### src/omsup_pkg.sv
// Shared constants and types for the operating mode supervisor
package omsup_pkg;

  // Clock and timing
  localparam int unsigned CLK_HZ       = 20_000_000;
  localparam int unsigned CYC_PER_MS   = CLK_HZ / 1_000;
  localparam int unsigned CYC_PER_US   = CLK_HZ / 1_000_000;
  localparam int unsigned T_IN_MS      = 250;
  localparam int unsigned T_WDTO_MS    = 310;
  localparam int unsigned T_START_US   = 50;
  localparam int unsigned IN_TIMEOUT_CYC = T_IN_MS * CYC_PER_MS;
  localparam int unsigned WDTO_CYC       = T_WDTO_MS * CYC_PER_MS;
  localparam int unsigned START_CYC      = T_START_US * CYC_PER_US;
  localparam int unsigned CNT_W          = 24;
  localparam int unsigned START_W        = 11;

  // Serial word layout
  localparam int unsigned WORD_BITS  = 16;
  localparam int unsigned BITCNT_W   = 5;

  // Number of switch channels
  localparam int unsigned NCH = 2;

  typedef enum logic [1:0] {
    OMSUP_SLEEP,
    OMSUP_NORMAL,
    OMSUP_FAILSAFE,
    OMSUP_FAULT
  } omsup_mode_t;

  // Fault sources, also used as the sticky fault bit image
  typedef struct packed {
    logic [1:0] over_current;
    logic [1:0] thermal_trip;
    logic [1:0] short_to_ground;
    logic [1:0] open_load_on;
    logic [1:0] open_load_off;
    logic [1:0] short_to_supply;
    logic [1:0] clock_fail;
    logic       supply_low;
    logic       supply_high;
  } omsup_fault_t;

  // Global configuration bits
  typedef struct packed {
    logic watchdog_off;
    logic vdd_fail_en;
    logic overvoltage_select;
    logic open_load_on_en;
    logic open_load_off_en;
    logic short_to_supply_en;
    logic clock_fail_en;
  } omsup_cfg_t;

  localparam omsup_cfg_t CFG_RESET = 7'h11;
  localparam logic [15:0] FAULT_NONE = 16'h0000;

endpackage

### src/omsup_in_timer.sv
// Direct input activity timer producing the input-active level
`timescale 1ns/1ps
module omsup_in_timer #(
  parameter int unsigned TIMEOUT = omsup_pkg::IN_TIMEOUT_CYC
) (
  // Clock and reset
  input  wire logic sys_clk_i,
  input  wire logic reset_i,
  // Synchronised direct input
  input  wire logic level_i,
  // Activity state
  output logic      active_o
);
  import omsup_pkg::*;

  logic             level_q;
  logic [CNT_W-1:0] idle_cnt;
  wire              rise_w    = level_i & ~level_q;
  wire              expired_w = (idle_cnt == CNT_W'(TIMEOUT - 1));

  always_ff @(posedge sys_clk_i or posedge reset_i) begin
    if (reset_i) begin
      level_q <= 1'b0;
    end else begin
      level_q <= level_i;
    end
  end

  // High level holds the count at zero; a long low drops activity
  always_ff @(posedge sys_clk_i or posedge reset_i) begin
    if (reset_i) begin
      idle_cnt <= '0;
    end else if (level_i || !active_o) begin
      idle_cnt <= '0;
    end else if (!expired_w) begin
      idle_cnt <= idle_cnt + CNT_W'(1);
    end
  end

  always_ff @(posedge sys_clk_i or posedge reset_i) begin
    if (reset_i) begin
      active_o <= 1'b0;
    end else if (rise_w) begin
      active_o <= 1'b1;
    end else if (expired_w && !level_i) begin
      active_o <= 1'b0;
    end
  end

endmodule // omsup_in_timer

### src/omsup_top.sv
// Operating mode supervisor: wake-up, watchdog, fail-safe and fault modes
//
// Overview of operation
// - Rising wake pin or rising direct input moves sleep to normal.
// - Input-active drops after no direct input activity for the input timeout.
// - Both inputs idle and wake pin low gives sleep; wake is their OR.
// - Fail-safe on supply loss if enabled, or watchdog timeout unless off.
// - Fault is overcurrent, thermal, short, undervoltage or selected overvoltage.
// - Wake-up low means sleep with all channels off.
// - Normal when awake without fail-safe or fault; watchdog runs conditionally.
// - Fail-safe alone gives direct input control; any fault gives fault mode.
// - Watchdog starts on rising wake pin with supply; checks each word's first bit.
// - Timeout from internal clock; no toggle within it means communication lost.
// - Fail-safe drives its output low and hands channels to direct inputs.
// - Fail-safe entry delatches, resets registers, blocks register access.
// - Exit fail-safe: word with toggle bit one, then another within timeout.
// - Back to normal releases fail-safe output, resets all but latched bits.
// - Fault status output low in real time; matching sticky bit set.
// - Fault bit sticks; read clears it only if cause gone and unlatched.
// - Faults turn off their channel except open-load, clock, short-to-supply.
// - Reset disables short-to-supply and open-load; enables clock fail, overvoltage.
// - Fault during fail-safe keeps registers reset, blocked, direct control.
// - Fault cleared in fail-safe returns to fail-safe without delatching.
// - Wake pin low: channels follow direct inputs with protections active.
// - Power-up in sleep with channels and serial port off, defaults kept.
// - Wake-up resets registers, enters normal; full function after start delay.
`timescale 1ns/1ps
module omsup_top #(
  parameter int unsigned IN_TIMEOUT = omsup_pkg::IN_TIMEOUT_CYC,
  parameter int unsigned WDTO       = omsup_pkg::WDTO_CYC
) (
  // Clock and reset
  input  wire logic                   sys_clk_i,
  input  wire logic                   reset_i,
  // Pins from the host
  input  wire logic                   wake_reset_n_i,
  input  wire logic [1:0]             direct_in_i,
  input  wire logic                   spi_sclk_i,
  input  wire logic                   spi_cs_n_i,
  input  wire logic                   spi_mosi_i,
  // Supply and analog fault monitors
  input  wire logic                   vdd_ok_i,
  input  wire omsup_pkg::omsup_fault_t fault_src_i,
  // Register side, same clock
  input  wire logic [1:0]             spi_drive_i,
  input  wire logic [1:0]             latched_i,
  input  wire logic                   cfg_wr_i,
  input  wire omsup_pkg::omsup_cfg_t  cfg_data_i,
  input  wire logic [1:0]             channel_fault_read_i,
  input  wire logic                   global_status_read_i,
  // Mode and status
  output omsup_pkg::omsup_mode_t      mode_o,
  output logic                        normal_flag_o,
  output logic                        failsafe_out_n_o,
  output logic                        fault_status_n_o,
  output logic                        ready_o,
  output logic                        watchdog_run_o,
  // Channel control
  output logic [1:0]                  channel_on_o,
  output logic                        direct_ctrl_o,
  // Register effects
  output logic                        spi_access_o,
  output logic                        reg_reset_o,
  output logic                        keep_latched_o,
  output logic                        delatch_o,
  output omsup_pkg::omsup_cfg_t       global_config_reg_o,
  output omsup_pkg::omsup_fault_t     fault_bits_o
);
  import omsup_pkg::*;

  // Two-stage synchronisers for every pin
  localparam int unsigned NSYNC = 7 + $bits(omsup_fault_t);
  logic [NSYNC-1:0] sync1;
  logic [NSYNC-1:0] sync2;
  wire  [NSYNC-1:0] pins_w = {wake_reset_n_i, direct_in_i, spi_sclk_i, spi_cs_n_i,
                              spi_mosi_i, vdd_ok_i, fault_src_i};

  always_ff @(posedge sys_clk_i or posedge reset_i) begin
    if (reset_i) begin
      sync1 <= NSYNC'(1) << (NSYNC - 5);
      sync2 <= NSYNC'(1) << (NSYNC - 5);
    end else begin
      sync1 <= pins_w;
      sync2 <= sync1;
    end
  end

  wire              rst_pin_w = sync2[NSYNC-1];
  wire [1:0]        din_w     = sync2[NSYNC-2:NSYNC-3];
  wire              sclk_w    = sync2[NSYNC-4];
  wire              cs_n_w    = sync2[NSYNC-5];
  wire              mosi_w    = sync2[NSYNC-6];
  wire              vdd_w     = sync2[NSYNC-7];
  omsup_fault_t     fsrc_w;
  assign fsrc_w = sync2[$bits(omsup_fault_t)-1:0];

  // Input activity timers
  logic [1:0] in_active;
  genvar gi;
  generate
    for (gi = 0; gi < NCH; gi++) begin : g_in
      omsup_in_timer #(.TIMEOUT(IN_TIMEOUT)) u_timer (
        .sys_clk_i (sys_clk_i),
        .reset_i   (reset_i),
        .level_i   (din_w[gi]),
        .active_o  (in_active[gi])
      );
    end
  endgenerate

  // Serial frame sampler; data sampled on the rising clock edge
  logic                sclk_q;
  logic                cs_q;
  logic                rst_pin_q;
  logic [BITCNT_W-1:0] bit_cnt;
  logic                first_bit;
  logic                prev_bit;
  wire sclk_rise_w = sclk_w & ~sclk_q;
  wire cs_end_w    = cs_n_w & ~cs_q;
  wire word_w      = cs_end_w && (bit_cnt == BITCNT_W'(WORD_BITS));
  wire rst_rise_w  = rst_pin_w & ~rst_pin_q;
  wire toggle_w    = word_w && (first_bit != prev_bit);

  always_ff @(posedge sys_clk_i or posedge reset_i) begin
    if (reset_i) begin
      sclk_q    <= 1'b0;
      cs_q      <= 1'b1;
      rst_pin_q <= 1'b0;
      bit_cnt   <= '0;
      first_bit <= 1'b0;
      prev_bit  <= 1'b0;
    end else begin
      sclk_q    <= sclk_w;
      cs_q      <= cs_n_w;
      rst_pin_q <= rst_pin_w;
      if (cs_n_w) begin
        bit_cnt <= '0;
      end else if (sclk_rise_w && bit_cnt != BITCNT_W'(31)) begin
        bit_cnt <= bit_cnt + BITCNT_W'(1);
      end
      if (!cs_n_w && sclk_rise_w && bit_cnt == '0) begin
        first_bit <= mosi_w;
      end
      if (word_w) begin
        prev_bit <= first_bit;
      end
    end
  end

  // Mode decode
  omsup_mode_t  mode_q;
  omsup_cfg_t   cfg;
  omsup_fault_t sticky;
  omsup_fault_t act_w;
  logic         wd_run;
  logic         wd_lost;
  logic         vdd_seen;
  logic         rec_armed;
  logic [CNT_W-1:0] wd_cnt;
  logic         fs_q;
  logic         flt_q;

  assign act_w.over_current    = fsrc_w.over_current;
  assign act_w.thermal_trip    = fsrc_w.thermal_trip;
  assign act_w.short_to_ground = fsrc_w.short_to_ground;
  assign act_w.open_load_on    = fsrc_w.open_load_on & {2{cfg.open_load_on_en}};
  assign act_w.open_load_off   = fsrc_w.open_load_off & {2{cfg.open_load_off_en}};
  assign act_w.short_to_supply = fsrc_w.short_to_supply & {2{cfg.short_to_supply_en}};
  assign act_w.clock_fail      = fsrc_w.clock_fail & {2{cfg.clock_fail_en}};
  assign act_w.supply_low      = fsrc_w.supply_low;
  assign act_w.supply_high     = fsrc_w.supply_high & cfg.overvoltage_select;

  // wake-up is pin or either input active
  wire wake_w = rst_pin_w | (|in_active);
  wire vdd_lost_w = vdd_seen & ~vdd_w & cfg.vdd_fail_en;
  wire fs_w       = vdd_lost_w | (wd_lost & ~cfg.watchdog_off);
  wire flt_w = (|act_w.over_current) | (|act_w.thermal_trip) | (|act_w.short_to_ground)
             | act_w.supply_low | act_w.supply_high;

  omsup_mode_t next_mode;
  assign next_mode = !wake_w ? OMSUP_SLEEP :
                     flt_w   ? OMSUP_FAULT :
                     fs_w    ? OMSUP_FAILSAFE : OMSUP_NORMAL;

  wire wake_evt_w = (mode_q == OMSUP_SLEEP) && (next_mode != OMSUP_SLEEP);
  // fail-safe entry from normal or fault
  wire fs_enter_w = wake_w && fs_w && !fs_q;
  // return from fail-safe keeps latched bits
  wire fs_leave_w = wake_w && !fs_w && fs_q;
  wire regrst_w   = wake_evt_w | fs_enter_w | fs_leave_w;

  wire wd_count_w = wd_run && vdd_w && !cfg.watchdog_off && rst_pin_w && !wd_lost;
  wire wd_exp_w   = (wd_cnt == CNT_W'(WDTO - 1));

  always_ff @(posedge sys_clk_i or posedge reset_i) begin
    if (reset_i) begin
      wd_run <= 1'b0;
    end else if (next_mode == OMSUP_SLEEP) begin
      wd_run <= 1'b0;
    end else if (rst_rise_w && vdd_w) begin
      wd_run <= 1'b1;
    end
  end

  always_ff @(posedge sys_clk_i or posedge reset_i) begin
    if (reset_i) begin
      wd_cnt <= '0;
    end else if (toggle_w | rst_rise_w | (rec_armed & word_w) | ~(wd_count_w | rec_armed)) begin
      wd_cnt <= '0;
    end else if (!wd_exp_w) begin
      wd_cnt <= wd_cnt + CNT_W'(1);
    end
  end

  // Lost flag; the recovery sequence clears it
  always_ff @(posedge sys_clk_i or posedge reset_i) begin
    if (reset_i) begin
      wd_lost   <= 1'b0;
      rec_armed <= 1'b0;
    end else if (next_mode == OMSUP_SLEEP) begin
      wd_lost   <= 1'b0;
      rec_armed <= 1'b0;
    end else if (wd_count_w && wd_exp_w && !toggle_w) begin
      wd_lost <= 1'b1;
    end else if (wd_lost && rec_armed && word_w) begin
      // second word inside the window ends fail-safe
      wd_lost   <= 1'b0;
      rec_armed <= 1'b0;
    end else if (rec_armed && wd_exp_w) begin
      rec_armed <= 1'b0;
    end else if (wd_lost && word_w && first_bit) begin
      rec_armed <= 1'b1;
    end
  end

  always_ff @(posedge sys_clk_i or posedge reset_i) begin
    if (reset_i) begin
      vdd_seen <= 1'b0;
      fs_q     <= 1'b0;
      flt_q    <= 1'b0;
      mode_q   <= OMSUP_SLEEP;
    end else begin
      vdd_seen <= (vdd_seen | vdd_w) & (next_mode != OMSUP_SLEEP);
      fs_q     <= wake_w & fs_w;
      flt_q    <= wake_w & flt_w;
      mode_q   <= next_mode;
    end
  end

  // Configuration: default on reset, register reset or while asleep
  wire access_w = (next_mode == OMSUP_NORMAL) || (next_mode == OMSUP_FAULT && !fs_w);
  always_ff @(posedge sys_clk_i or posedge reset_i) begin
    if (reset_i) begin
      cfg <= CFG_RESET;
    end else if (regrst_w || next_mode == OMSUP_SLEEP) begin
      cfg <= CFG_RESET;
    end else if (cfg_wr_i && spi_access_o) begin
      cfg <= cfg_data_i;
    end
  end

  // Sticky fault bits
  function automatic omsup_fault_t chan_mask(input int ch);
    omsup_fault_t m;
    m = FAULT_NONE;
    m.over_current[ch]    = 1'b1;
    m.thermal_trip[ch]    = 1'b1;
    m.short_to_ground[ch] = 1'b1;
    m.open_load_on[ch]    = 1'b1;
    m.open_load_off[ch]   = 1'b1;
    m.short_to_supply[ch] = 1'b1;
    m.clock_fail[ch]      = 1'b1;
    return m;
  endfunction

  function automatic omsup_fault_t latch_mask(input int ch);
    omsup_fault_t m;
    m = FAULT_NONE;
    m.over_current[ch]    = 1'b1;
    m.thermal_trip[ch]    = 1'b1;
    m.short_to_ground[ch] = 1'b1;
    return m;
  endfunction

  omsup_fault_t glob_mask_w;
  assign glob_mask_w = '{supply_low: 1'b1, supply_high: 1'b1, default: '0};
  wire [15:0] read_mask_w = ({16{channel_fault_read_i[0]}} & chan_mask(0))
                          | ({16{channel_fault_read_i[1]}} & chan_mask(1))
                          | ({16{global_status_read_i}} & glob_mask_w);
  wire [15:0] keep_w = ({16{latched_i[0]}} & latch_mask(0))
                     | ({16{latched_i[1]}} & latch_mask(1));
  // read clears only absent, unlatched causes
  wire [15:0] clr_w  = read_mask_w & ~act_w & ~keep_w;
  // register reset keeps latched bits only on return to normal
  wire [15:0] hold_w = !regrst_w ? 16'hFFFF : (fs_leave_w ? keep_w : FAULT_NONE);

  always_ff @(posedge sys_clk_i or posedge reset_i) begin
    if (reset_i) begin
      sticky <= FAULT_NONE;
    end else begin
      sticky <= (sticky & ~clr_w & hold_w) | act_w;
    end
  end

  // Channel gating
  wire direct_w = !rst_pin_w || (next_mode == OMSUP_FAILSAFE) || fs_w;
  wire uvov_w   = act_w.supply_low | act_w.supply_high;
  logic [1:0] ch_next;
  generate
    for (gi = 0; gi < NCH; gi++) begin : g_ch
      // affected channel off, supply faults take both
      wire off_w = act_w.over_current[gi] | act_w.thermal_trip[gi]
                 | act_w.short_to_ground[gi] | uvov_w;
      // serial drive only outside direct control; direct inputs always count
      wire req_w = direct_w ? din_w[gi] : (din_w[gi] | spi_drive_i[gi]);
      assign ch_next[gi] = (next_mode != OMSUP_SLEEP) && !off_w && req_w;
    end
  endgenerate

  // Start-up delay after wake-up
  logic [START_W-1:0] start_cnt;
  always_ff @(posedge sys_clk_i or posedge reset_i) begin
    if (reset_i) begin
      start_cnt <= '0;
    end else if (wake_evt_w || next_mode == OMSUP_SLEEP) begin
      start_cnt <= '0;
    end else if (start_cnt != START_W'(START_CYC)) begin
      start_cnt <= start_cnt + START_W'(1);
    end
  end

  // Registered outputs
  always_ff @(posedge sys_clk_i or posedge reset_i) begin
    if (reset_i) begin
      mode_o              <= OMSUP_SLEEP;
      normal_flag_o       <= 1'b0;
      failsafe_out_n_o    <= 1'b1;
      fault_status_n_o    <= 1'b1;
      ready_o             <= 1'b0;
      watchdog_run_o      <= 1'b0;
      channel_on_o        <= 2'h0;
      direct_ctrl_o       <= 1'b1;
      spi_access_o        <= 1'b0;
      reg_reset_o         <= 1'b0;
      keep_latched_o      <= 1'b0;
      delatch_o           <= 1'b0;
      global_config_reg_o <= CFG_RESET;
      fault_bits_o        <= FAULT_NONE;
    end else begin
      mode_o              <= next_mode;
      normal_flag_o       <= (next_mode == OMSUP_NORMAL);
      failsafe_out_n_o    <= !(wake_w && fs_w);
      fault_status_n_o    <= !(wake_w && (|act_w));
      // full function after the start delay
      ready_o             <= (next_mode != OMSUP_SLEEP) && !wake_evt_w
                             && (start_cnt == START_W'(START_CYC));
      watchdog_run_o      <= wd_count_w;
      channel_on_o        <= ch_next;
      direct_ctrl_o       <= direct_w;
      spi_access_o        <= access_w && !rec_armed && !regrst_w;
      reg_reset_o         <= regrst_w;
      keep_latched_o      <= fs_leave_w;
      // delatch only on a fresh fail-safe entry
      delatch_o           <= fs_enter_w;
      global_config_reg_o <= cfg;
      fault_bits_o        <= sticky;
    end
  end
endmodule // omsup_top

### config.mk
export PLATFORM = sky130hd
export DESIGN_NAME = omsup_top
export DESIGN_NICKNAME = d
export VERILOG_FILES = /design/src/omsup_pkg.sv /design/src/omsup_in_timer.sv /design/src/omsup_top.sv
export SDC_FILE = /design/constraint.sdc
export NUM_CORES = 1
export LEC_CHECK = 0
export BUFFER_PORTS_ARGS = -buffer_cell sky130_fd_sc_hd__buf_2
export CORE_MARGIN = 2
export CORE_UTILIZATION = 40
export CTS_CLUSTER_DIAMETER = 100
export CTS_CLUSTER_SIZE = 30
export DETAILED_ROUTE_END_ITERATION = 8
export GPL_ROUTABILITY_DRIVEN = 0
export PLACE_DENSITY = 0.57
export SYNTH_ARGS = -nofsm -noshare
export SYNTH_HDL_FRONTEND = slang
export SYNTH_SLANG_ARGS = --single-unit
export TNS_END_PERCENT = 20
### constraint.sdc
create_clock -name sys_clk_i -period 8.9 [get_ports sys_clk_i]
set_input_delay 0.89 -clock sys_clk_i [delete_from_list [all_inputs] [get_ports sys_clk_i]]
set_output_delay 0.89 -clock sys_clk_i [all_outputs]
set_load 0.005 [all_outputs]
==> out/qor.yml <==
clock_tree:
  hold_buffers: 0
  clockRootBuffer: "clkbuf_16"
  path_clk_slew_ps: 120
  cts_setup_buffers: 0
  htreeDepth: 1
  cts.sink_count: 208
  clock_latency_ps: 460
  tritoncts: "done"
  clock_path_buffers: 3
  numCtsBuffers: 10
  postCtsResizedCells: 0
layout:
  nNetsFinal: 833
  final_cell_area_sq_um: 9240
  final_core_util_pct: 45.7
  syn_to_final_growth_pct: 11.8
  antennaDiodeCount: 0
  layout-drive-gt1-share_pct: 14.3
logic_synthesis:
  muxShareOfSynthArea_pct: 1.15
  synth_edf_count: 0
  yosysSeqAreaShare_pct: 63.1
  synth_adder_area_share_pct: 1.21
  synth_top_family_by_area: "simple AND/OR/NAND/NOR gates"
  synth-simple-area-share_pct: 18.8
  yosys_register_bits: 208
  avgSynthCellArea_sq_um: 11.6
  yosys.area.top_type: "dfrtp_1"
  async_flop_share_pct: 100
  yosysMostFrequentCell: "dfrtp_1"
  synth_top_area_share_pct: 60.0
  netlist_top_cells_count: "198 x dfrtp_1, 105 x nor2_1, 55 x xor2_1, 42 x nand2_1, 35 x nand3_1"
  ys_types: 51
  synth_compound_area_share_pct: 5.92
  synth_xor_area_share_pct: 8.05
  ys_top_cells_by_area: "dfrtp_1 60%, xor2_1 5.8%, nor2_1 4.8%"
  synth_ff_type: "dfrtp_1"
  syn_nets: 759
  yosysWarnings: 0
  syn_inst: 711
  mappedNetlistArea_sq_um: 8260
grt:
  first_global_vias: 5460
  grt_pass1_wl_um: 28100
  antenna_found_initial: 0
  overflow: 0
  grtUsageTotal_pct: 15.7
  grt_max_degree: 147
timing:
  hold_slack_ps: 353
  final_max_slew_viol_count: 0
  skew_ps: 12.4
  setup_tns_ps: 0
  fmax_mhz: 404
  slew_headroom_pct: 33.7
  grt_setup_unrepaired: "no"
  tightestPinTransition_ps: 995
  fin_crit_ps: 2480
  finalSetupViolCount: 0
  period_share_pct: 27.8
  final_hold_viol_count: 0
route:
  routedWlPerCell_um: 15.9
  routed_wl_um: 16900
  first_pass_iters: 5
  ant_nets: 0
  drt-initial-drc-count: 333
  vias: 5446
  drc_errors: 0
  vias_per_cell: 5.14
worst_setup_path:
  r2r-end: "wd_cnt[3]"
  r2r_slack_ps: 6420
  critPathMaxFanout: 25
  cp.arrival_ps: 2830
  reg2reg_depth: 7
  startpoint_type: "flip-flop"
  crit_start: "bit_cnt[0]"
  critPathCapture: "wd_cnt[3]"
  worstPathRequired_ps: 9260
  cp-end-kind: "flip-flop"
  rr_startpoint: "bit_cnt[0]"
  path_class: "reg2reg"
flow_run:
  drv_cap: 0
placed_design:
  port_buffers: 76
  dpl.hpwl_um: 11700
  post_dp_cell_area_sq_um: 8940
power_and_ir_drop:
  p_comb_share_pct: 10.9
  seq_power_share_pct: 60.6
  p_sw_share_pct: 25.5
  power.density_nw_per_um2: 200
  ir_drop_v: 0.000120
  internal-power_mw: 1.37
  p_clk_share_pct: 28.4
  power.total_mw: 1.84
  leakagePower_nw: 4.19
  p_sw_uw: 469
floorplanning:
  rows: 52
  die_area_sq_um: 21800
  io_pins: 77
  floorplan.initialDensity_pct: 40.8
  die_x_um: 148
  die_y_um: 148
  fp.coreArea_sq_um: 20200
worst_hold_path:
  min-delay-path-class: "reg2reg"
  worstHoldStart: "sync1[21]"
status:
  status: "finished, final reports clean"
[power groups by stage]
| stage | registers [mW] | logic, mW | clock network (mW) |
|---|---|---|---|
| final | 1.12 | 0.202 | 0.524 |
| after CTS | 1.12 | 0.206 | 0.540 |
| after detailed placement | 1.14 | 0.205 | 0 |
| after global placement | 1.14 | 0.202 | 0 |
| after floorplan | 1.12 | 0.120 | 0 |
| after global routing | 1.13 | 0.229 | 0.574 |
[worst min path at each step]
stage	endpoint	cells past startpoint
floorplan	sync2[0]	0
global placement	sync2[1]	0
detailed placement	sync2[4]	0
CTS	sync2[4]	0
global route	sync2[9]	0
finish	sync2[21]	0
[flip-flops by register name (all words and copies together), names as in the netlist, 2 cells and up]
signal	cells
channel_on_o	2
g_in.u_timer.active_o	2
g_in.u_timer.idle_cnt	48
start_cnt	11
bit_cnt	5
sync2	23
global_config_reg_o	7
sticky	16
cfg	7
g_in.u_timer.level_q	2
mode_o	2
wd_cnt	24
fault_bits_o	16
sync1	23
[worst max-delay path, cell delays in order, from the launching register on]
cell and delay (ps):
dfrtp_1 430, inv_1 80, ha_1 130, or3b_4 390
or3_4 390, o221ai_4 600, nor2_1 80, mux2_2 280
[through the flow]
| step | setup WS (ps) | cells |
|---|---|---|
| final | 6420 | 1059 |
| after global routing | 6280 | 1059 |
| after CTS | 6420 | 1059 |
| after detailed placement | 6280 | 1043 |
| after global placement | 6340 | 1043 |
| after floorplan | 2350 | 711 |
[layout by cell type (no fill, tap or decap), types with 20 or more instances in the layout]
cell     count
nand2_1     42
xor2_1      55
dfrtp_1    198
nand4_1     27
xnor2_1     21
nor2_1     105
buf_2       76
and3_1      21
inv_1       20
nand3_1     35
[routing by layer]
layer / track usage (%) / vias up / wire length [um]
met4: 3.65 / 0 / 328
met5: 0 / - / 0
li1: - / 2586 / -
met2: 25.0 / 96 / 7720
met3: 1.98 / 17 / 561
met1: 23.2 / 2747 / 8270
[cell families (layout without fill, tap and decap cells)]
logic type,after synthesis,in the layout
adder cells (fa/ha/maj),8,8
multiplexers,9,9
AND/OR/NAND/NOR,301,301
AO/OA/AOI/OAI,73,73
XOR/XNOR,76,76
flip-flops,208,208
buffers and inverters,36,114
[final cells by class]
class,instances,area (sq um)
Timing Repair Buffer,77,388
Fill cell,1845,11000
Sequential cell,208,5220
Tap cell,270,338
Multi-Input combinational cell,467,2910
Inverter,21,86.3
Clock buffer,16,304
(Power assumes the default switching activity.)
